==> config.mk <==
export PLATFORM = sky130hd
export DESIGN_NAME = dubp_top
export DESIGN_NICKNAME = d
export VERILOG_FILES = /design/src/hw/dubp_pkg.sv /design/src/hw/dubp_edge.sv /design/src/hw/dubp_chan.sv /design/src/hw/dubp_top.sv
export SDC_FILE = /design/constraint.sdc
export NUM_CORES = 1
export LEC_CHECK = 0
export ABC_AREA = 1
export BUFFER_PORTS_ARGS = -buffer_cell sky130_fd_sc_hd__buf_4
export CAP_MARGIN = 10
export CORE_MARGIN = 5
export CORE_UTILIZATION = 46
export DETAILED_ROUTE_END_ITERATION = 7
export PLACE_DENSITY_LB_ADDON = 0.05
export RECOVER_POWER = 25
export SLEW_MARGIN = 20
export SYNTH_ARGS = -nofsm -noshare
export SYNTH_HDL_FRONTEND = slang
export SYNTH_SLANG_ARGS = --single-unit
==> constraint.sdc <==
create_clock -name mclk -period 2.2 [get_ports mclk]
set_input_delay 0.33 -clock mclk [delete_from_list [all_inputs] [get_ports mclk]]
set_output_delay 0.33 -clock mclk [all_outputs]
set_load 0.02 [all_outputs]
==> src/hw/dubp_pkg.sv <==
// Shared constants and types for the dual-channel host bus port.
package dubp_pkg;

  localparam int          DATA_W        = 8;
  localparam int          ADDR_W        = 3;
  localparam int          NUM_REGS      = 8;
  localparam int          DATA_BITS     = 8;

  localparam logic [2:0]  HOLD_IDX       = 3'h0;
  localparam logic [2:0]  INTEN_IDX      = 3'h1;
  localparam logic [2:0]  ALTF_IDX       = 3'h2;
  localparam logic [2:0]  MODEM_IDX      = 3'h4;

  localparam int          ALTF_BCAST_BIT = 0;
  localparam int          INTEN_TXE_BIT  = 1;
  localparam int          MODEM_IR_BIT   = 6;

  localparam logic [7:0]  REG_RST       = 8'h00;
  localparam logic        SEL_CHAN_A    = 1'b1;
  localparam logic [2:0]  LAST_BIT      = 3'h7;

  localparam int          CLK_PERIOD_PS = 4000;
  localparam int          BIT_TIME_NS   = 64;
  localparam int          BIT_CYCLES    = (BIT_TIME_NS * 1000) / CLK_PERIOD_PS;
  localparam int          IR_CYCLES_RAW = (BIT_CYCLES * 3) / 16;
  localparam int          IR_CYCLES     = (IR_CYCLES_RAW < 1) ? 1 : IR_CYCLES_RAW;

  typedef enum logic [1:0] {
    DUBP_TX_IDLE  = 2'b00,
    DUBP_TX_START = 2'b01,
    DUBP_TX_DATA  = 2'b11,
    DUBP_TX_STOP  = 2'b10
  } dubp_tx_state_t;

endpackage

==> src/hw/dubp_edge.sv <==
// Falling and rising edge detector for one active-low bus strobe.
`timescale 1ns/1ps
module dubp_edge (
  input  wire logic mclk,
  input  wire logic rst_n,
  input  wire logic strobe_n,
  output logic      fall,
  output logic      rise
);
  import dubp_pkg::*;

  logic prev_r;

  // Idle strobe is high, so reset to high to avoid a false edge at release.
  always_ff @(posedge mclk) begin
    if (!rst_n) begin
      prev_r <= 1'b1;
    end else begin
      prev_r <= strobe_n;
    end
  end

  assign fall = prev_r & ~strobe_n;
  assign rise = ~prev_r & strobe_n;

endmodule

==> src/hw/dubp_chan.sv <==
// One channel: register bank, transmit holding byte, serial shifter and status outputs.
`timescale 1ns/1ps
module dubp_chan #(
  parameter int BIT_CYCLES = dubp_pkg::BIT_CYCLES,
  parameter int IR_CYCLES  = dubp_pkg::IR_CYCLES
) (
  input  wire logic                         mclk,
  input  wire logic                         rst_n,
  input  wire logic                         wr_en,
  input  wire logic [dubp_pkg::ADDR_W-1:0]  wr_addr,
  input  wire logic [dubp_pkg::DATA_W-1:0]  wr_data,
  input  wire logic [dubp_pkg::ADDR_W-1:0]  rd_addr,
  output logic      [dubp_pkg::DATA_W-1:0]  rd_data,
  output logic                              bcast,
  output logic                              irq,
  output logic                              tx_ready_n,
  output logic                              serial_out
);
  import dubp_pkg::*;

  localparam int CW = $clog2(BIT_CYCLES + 1);

  logic [DATA_W-1:0] regs_r [NUM_REGS];
  logic              hold_full_r;
  logic              hold_full_nxt;
  dubp_tx_state_t    state_r;
  dubp_tx_state_t    state_nxt;
  logic [CW-1:0]     baud_r;
  logic [2:0]        bit_r;
  logic [7:0]        shift_r;
  logic              irq_r;
  logic              tx_ready_n_r;
  logic              serial_out_r;

  wire hold_wr  = wr_en && (wr_addr == HOLD_IDX);
  wire load     = (state_r == DUBP_TX_IDLE) && hold_full_r;
  wire bit_tick = (baud_r == CW'(BIT_CYCLES - 1));
  wire ir_mode  = regs_r[MODEM_IDX][MODEM_IR_BIT];
  wire ir_slot  = (baud_r < CW'(IR_CYCLES));
  wire tx_bit   = (state_r == DUBP_TX_START) ? 1'b0 :
                  (state_r == DUBP_TX_DATA)  ? shift_r[0] : 1'b1;
  wire active   = (state_r != DUBP_TX_IDLE);
  // Infrared marks a zero bit with a short high pulse and rests low otherwise.
  wire ir_bit   = active && !tx_bit && ir_slot;

  genvar gi;
  generate
    for (gi = 0; gi < NUM_REGS; gi++) begin : g_reg
      always_ff @(posedge mclk) begin
        if (!rst_n) begin
          regs_r[gi] <= REG_RST;
        end else if (wr_en && (wr_addr == ADDR_W'(gi))) begin
          regs_r[gi] <= wr_data;
        end
      end
    end
  endgenerate

  assign rd_data = regs_r[rd_addr];
  assign bcast   = regs_r[ALTF_IDX][ALTF_BCAST_BIT];

  // A new byte written in the cycle the shifter takes the old one keeps the flag set.
  assign hold_full_nxt = hold_wr | (hold_full_r & ~load);

  always_comb begin
    state_nxt = state_r;
    unique case (state_r)
      DUBP_TX_IDLE: begin
        if (hold_full_r) begin
          state_nxt = DUBP_TX_START;
        end
      end
      DUBP_TX_START: begin
        if (bit_tick) begin
          state_nxt = DUBP_TX_DATA;
        end
      end
      DUBP_TX_DATA: begin
        if (bit_tick && (bit_r == LAST_BIT)) begin
          state_nxt = DUBP_TX_STOP;
        end
      end
      DUBP_TX_STOP: begin
        if (bit_tick) begin
          state_nxt = DUBP_TX_IDLE;
        end
      end
    endcase
  end

  always_ff @(posedge mclk) begin
    if (!rst_n) begin
      state_r      <= DUBP_TX_IDLE;
      hold_full_r  <= 1'b0;
      baud_r       <= '0;
      bit_r        <= 3'h0;
      shift_r      <= 8'h00;
      irq_r        <= 1'b0;
      tx_ready_n_r <= 1'b0;
      serial_out_r <= 1'b1;
    end else begin
      state_r      <= state_nxt;
      hold_full_r  <= hold_full_nxt;
      baud_r       <= (!active || bit_tick) ? '0 : baud_r + CW'(1);
      if (load) begin
        shift_r <= regs_r[HOLD_IDX];
        bit_r   <= 3'h0;
      end else if (bit_tick && (state_r == DUBP_TX_DATA)) begin
        shift_r <= {1'b0, shift_r[7:1]};
        bit_r   <= bit_r + 3'h1;
      end
      irq_r        <= regs_r[INTEN_IDX][INTEN_TXE_BIT] && !hold_full_r;
      tx_ready_n_r <= hold_full_r;
      serial_out_r <= ir_mode ? ir_bit : tx_bit;
    end
  end

  assign irq        = irq_r;
  assign tx_ready_n = tx_ready_n_r;
  assign serial_out = serial_out_r;
endmodule

==> src/hw/dubp_top.sv <==
// Host bus port of a dual-channel serial controller: strobe decode, channel routing and data bus drive.
`timescale 1ns/1ps
module dubp_top #(
  parameter int BIT_CYCLES = dubp_pkg::BIT_CYCLES,
  parameter int IR_CYCLES  = dubp_pkg::IR_CYCLES
) (
  input  wire logic                         mclk,
  input  wire logic                         rst_n,
  input  wire logic                         cs_n,
  input  wire logic                         channel_pick,
  input  wire logic [dubp_pkg::ADDR_W-1:0]  addr,
  input  wire logic                         read_strobe_n,
  input  wire logic                         write_strobe_n,
  input  wire logic [dubp_pkg::DATA_W-1:0]  data_in,
  output logic      [dubp_pkg::DATA_W-1:0]  data_out,
  output logic                              data_oe,
  output logic                              irq_chan_a,
  output logic                              irq_chan_b,
  output logic                              tx_ready_chan_a_n,
  output logic                              tx_ready_chan_b_n,
  output logic                              serial_out_chan_a
);
  import dubp_pkg::*;

  logic              rd_fall;
  logic              rd_rise;
  logic              wr_fall;
  logic              wr_rise;
  logic [DATA_W-1:0] rd_a;
  logic [DATA_W-1:0] rd_b;
  logic              bcast_a;
  logic              bcast_b;
  logic              rd_busy_r;
  logic              rd_busy_nxt;
  logic [DATA_W-1:0] data_out_r;
  logic              wr_busy_r;
  logic              wr_busy_nxt;
  logic [ADDR_W-1:0] wr_addr_r;
  logic              wr_a_r;
  logic              wr_b_r;
  logic              wr_bc_r;
  logic [DATA_W-1:0] wr_data_r;

  dubp_edge u_rd_edge (
    .mclk     (mclk),
    .rst_n    (rst_n),
    .strobe_n (read_strobe_n),
    .fall     (rd_fall),
    .rise     (rd_rise)
  );

  dubp_edge u_wr_edge (
    .mclk     (mclk),
    .rst_n    (rst_n),
    .strobe_n (write_strobe_n),
    .fall     (wr_fall),
    .rise     (wr_rise)
  );

  wire cs_act    = ~cs_n;
  wire pick_a    = (channel_pick == SEL_CHAN_A);
  wire bcast     = bcast_a | bcast_b;
  wire rd_start  = rd_fall && cs_act;
  wire wr_start  = wr_fall && cs_act;
  wire [DATA_W-1:0] rd_byte = pick_a ? rd_a : rd_b;
  wire wr_commit = wr_rise && wr_busy_r;
  wire we_a      = wr_commit && wr_a_r;
  wire we_b      = wr_commit && wr_b_r;
  // The broadcast bit overrides the channel pick for writes only.
  wire tgt_a     = bcast || pick_a;
  wire tgt_b     = bcast || !pick_a;

  // A read ends as soon as the host lets go of either line.
  assign rd_busy_nxt = rd_start || (rd_busy_r && cs_act && !read_strobe_n);
  assign wr_busy_nxt = wr_start || (wr_busy_r && !wr_rise);

  always_ff @(posedge mclk) begin
    if (!rst_n) begin
      rd_busy_r  <= 1'b0;
      data_out_r <= 8'h00;
    end else begin
      rd_busy_r <= rd_busy_nxt;
      if (rd_start) begin
        data_out_r <= rd_byte;
      end
    end
  end

  always_ff @(posedge mclk) begin
    if (!rst_n) begin
      wr_busy_r <= 1'b0;
      wr_addr_r <= 3'h0;
      wr_a_r    <= 1'b0;
      wr_b_r    <= 1'b0;
      wr_bc_r   <= 1'b0;
      wr_data_r <= 8'h00;
    end else begin
      wr_busy_r <= wr_busy_nxt;
      if (wr_start) begin
        wr_addr_r <= addr;
        wr_a_r    <= tgt_a;
        wr_b_r    <= tgt_b;
        wr_bc_r   <= bcast;
      end
      // The byte seen in the last low cycle is the one written at the rise.
      if (!write_strobe_n) begin
        wr_data_r <= data_in;
      end
    end
  end

  dubp_chan #(
    .BIT_CYCLES (BIT_CYCLES),
    .IR_CYCLES  (IR_CYCLES)
  ) u_chan_a (
    .mclk       (mclk),
    .rst_n      (rst_n),
    .wr_en      (we_a),
    .wr_addr    (wr_addr_r),
    .wr_data    (wr_data_r),
    .rd_addr    (addr),
    .rd_data    (rd_a),
    .bcast      (bcast_a),
    .irq        (irq_chan_a),
    .tx_ready_n (tx_ready_chan_a_n),
    .serial_out (serial_out_chan_a)
  );

  // Channel B has no serial pin at this port; its shifter still paces its ready and interrupt status.
  dubp_chan #(
    .BIT_CYCLES (BIT_CYCLES),
    .IR_CYCLES  (IR_CYCLES)
  ) u_chan_b (
    .mclk       (mclk),
    .rst_n      (rst_n),
    .wr_en      (we_b),
    .wr_addr    (wr_addr_r),
    .wr_data    (wr_data_r),
    .rd_addr    (addr),
    .rd_data    (rd_b),
    .bcast      (bcast_b),
    .irq        (irq_chan_b),
    .tx_ready_n (tx_ready_chan_b_n),
    .serial_out ()
  );

  assign data_out = data_out_r;
  // Drive only while the read is live, so the host never sees contention.
  assign data_oe  = rd_busy_r && cs_act && !read_strobe_n;
endmodule

==> impl_metrics.ini <==
[detailed_routing]
viasPerCell = 5.129
drt_iter0_markers = 574
route.detailed.drc = 0
routed_wl_um = 20550
vias = 6468
wl_per_cell_um = 16.30
ant_nets = 0
drtPass1Iterations = 7

[worst_setup_path]
r2r_cells = 11
crit_slowest_cell = clkbuf_1
path_cells = clkbuf_1, nand3_1, nor2_1, clkbuf_1, nand3_1, nor2_1
critical_path_required_ns = 2.47
startpoint_type = input port
cp-end-kind = register
cp_slowest_stage_delay_ns = 0.50
crit_family = simple AND/OR/NAND/NOR gates
path_max_fanout = 18
r2r-start = u_chan_a.baud_r[0]$_SDFF_PP0_
cp.buffers_inverters = 2
arrival_ns = 2.16
worstSetupPathType = input port to register
rr_endpoint = u_chan_a.shift_r[1]$_SDFFE_PN0P_
ff2ff_setup_slack_ns = 0.32

[sta]
fmaxAchievable_ghz = 0.5311
fin_crit_sh_pct = 85.58
rsz0062_at_grt = no
fin_ws_ns = 0.3172
period_needed_ns = 1.883
setup_violations = 0
finClkSkew_ns = 0.009307
hold_ws_ns = 0.1125
worstMarginPinSlew_ns = 1.212
finalHoldViolCount = 0
tns_ns = 0
max-slew-margin-rel_pct = 19.18
slew_viol_final = 0

[placement]
io_buffers = 30
dp_slack_ns = 0.2649
place_area_mm2 = 0.009040
gp_congestion = 0.8079
hpwl_um = 13150

[global_routing]
grt_overflow = 0
grt_util_all_layers_pct = 19.71
antenna_found_initial = 0
grt_max_degree = 69
grt_pass1_vias = 6066
grt_pass1_wl_um = 33010

[clock_tree]
post_cts_resized = 0
post-cts-setup-buffers = 0
cts.sinks = 188
clock_latency_ns = 0.44
cts_hold_buf = 0
cts_buffer_depth = 2
htreeDepth = 4
cts_tree = built
numCtsBuffers = 17
clk_pin_slew_ns = 0.07
clock-root-buffer = clkbuf_16

[synth]
synth.area.top_cells = edfxtp_1 (45%), dfxtp_1 (14%), nand2_1 (10%), nor2_1 (7.2%), nand3_1 (6.6%)
yosys_register_bits = 188
syn-num-nets = 1009
ys_seq_area_share_pct = 59.70
yosys.area.top_type_share_pct = 45.48
synth_top_area_cell = edfxtp_1
synth-warning-count = 0
syn-cell-area_mm2 = 0.008451
avgSynthCellArea_um2 = 8.588
ys_types = 27
syn_inst = 984

[die]
start_util_pct = 46.88
core.rowCount = 49
die-area_mm2 = 0.02118
dieWidth_um = 145.5
fp.dieH_um = 145.5
io_pins = 31
coreArea_mm2 = 0.01802

[final_layout]
nets = 1044
layout_common_cells = nand2_1 (233), nor2_1 (165), edfxtp_1 (128)
seq_area_mm2 = 0.005045
n_fill_cell = 1742
syn_to_final_growth_pct = 12.36
drive_gt1_share_pct = 7.752
multi_input_area_mm2 = 0.002739
design_area_mm2 = 0.009495
final_common_cell = nand2_1
n_antenna_cell = 0

[min_path]
hp-class = input port to register
whs_path_depth = 2
min-delay-start = read_strobe_n
whs_endpoint = u_rd_edge.prev_r$_SDFF_PN1_

[pwr]
worst_ir_drop_vdd_mv = 0.5584
p_per_area_mw_per_mm2 = 776.3
power_mw = 7.371
p_leak_nw = 3.829

[outcome]
status = complete, no violations

[job]
drv_cap = 0
## worst reg2reg max path, cell delays in order, from the launching register on
cell and delay, ns:
dfxtp_1 0.35, ha_1 0.22, nand2_1 0.08, nor2_1 0.04
ha_1 0.19, nand2_1 0.11, inv_1 0.07, nand2_1 0.15
nand2_2 0.14, inv_1 0.22, nand2_1 0.08, a21oi_1 0.15
## cell families (layout without fill, tap and decap cells)
logic type	Yosys count	count (layout)	synth area share (%)
and+or+nand+nor	533	533	26.01
DFF	188	188	59.70
buffers and inverters	173	221	7.862
AOI/OAI and AO/OA	81	81	5.138
adders and majority gates	8	8	1.185
xor gates and xnor gates	1	1	0.1037
## registers in the layout, indices dropped and copies added (netlist names), 2 cells and up
name              count
u_chan_a.bit_r        3
wr_addr_r             3
data_out              8
u_chan_a.regs_r      64
u_chan_a.state_r      2
u_chan_a.shift_r      8
u_chan_b.baud_r       5
wr_data_r             8
u_chan_b.bit_r        3
u_chan_b.regs_r      64
u_chan_b.state_r      2
u_chan_a.baud_r       5
## power breakdown
| group | total (mW) | switching, mW | internal (mW) |
|---|---|---|---|
| clock | 2.89 | 1.42 | 1.47 |
| sequential | 3.91 | 0.0354 | 3.87 |
| combinational | 0.577 | 0.415 | 0.162 |
| total | 7.37 | 1.87 | 5.50 |
## cells in the mapped netlist
| cell | instances |
|---|---|
| nor2_2 | 2 |
| a31o_2 | 1 |
| clkinv_1 | 10 |
| buf_2 | 12 |
| nand4_1 | 1 |
| inv_2 | 3 |
| nand2_1 | 234 |
| ha_1 | 8 |
| nor2_1 | 163 |
| clkbuf_1 | 27 |
| nor3_1 | 10 |
| o21a_1 | 1 |
| buf_1 | 7 |
| edfxtp_1 | 128 |
| o21ai_1 | 6 |
| or2_2 | 4 |
| o21ai_0 | 32 |
| nor4_1 | 3 |
| nor3b_1 | 3 |
| inv_1 | 114 |
| a211oi_1 | 2 |
| nand3_1 | 112 |
| nor3b_2 | 1 |
| xor2_1 | 1 |
| dfxtp_1 | 60 |
| o211ai_1 | 7 |
| a21oi_1 | 32 |
## stage by stage
step	utilization, %	instances
3_5_place_dp	50.15	1229
4_1_cts	53.15	1261
2_1_floorplan	-	984
3_3_place_gp	50.15	1229
5_1_grt	52.68	1261
6_report	52.68	1261
## how the worst max path moves through the flow
stage	from	end	slack, ns	cells after the start
after floorplan	write_strobe_n	u_chan_a.regs_r[5][0]$_SDFFCE_PN0P_	0.18	5
after global placement	u_chan_a.baud_r[0]$_SDFF_PP0_	u_chan_a.shift_r[1]$_SDFFE_PN0P_	0.30	11
after detailed placement	u_chan_a.baud_r[0]$_SDFF_PP0_	u_chan_a.shift_r[7]$_SDFFE_PN0P_	0.26	11
after CTS	u_chan_a.baud_r[0]$_SDFF_PP0_	u_chan_a.shift_r[1]$_SDFFE_PN0P_	0.24	11
after global routing	u_chan_a.baud_r[0]$_SDFF_PP0_	u_chan_a.shift_r[1]$_SDFFE_PN0P_	0.06	11
final	write_strobe_n	u_chan_a.regs_r[4][3]$_SDFFCE_PN0P_	0.32	6
## layout make-up
type	instances	area share [%]
clock buffers	18	4.520
clock inverters	14	1.173
well taps	229	3.018
flip-flops and latches	188	53.13
inverters	127	5.020
multi-input cells	623	28.84
repair buffers	62	4.296
## layer usage
metal / vias up / GRT usage [%] / part of all wire (%)
li1: 3241 / - / -
met1: 3043 / 28.18 / 48
met2: 159 / 30.54 / 45
met3: 25 / 4.235 / 5.4
met4: 0 / 5.457 / 1.5
met5: - / 0 / 0
(Power assumes the default switching activity.)
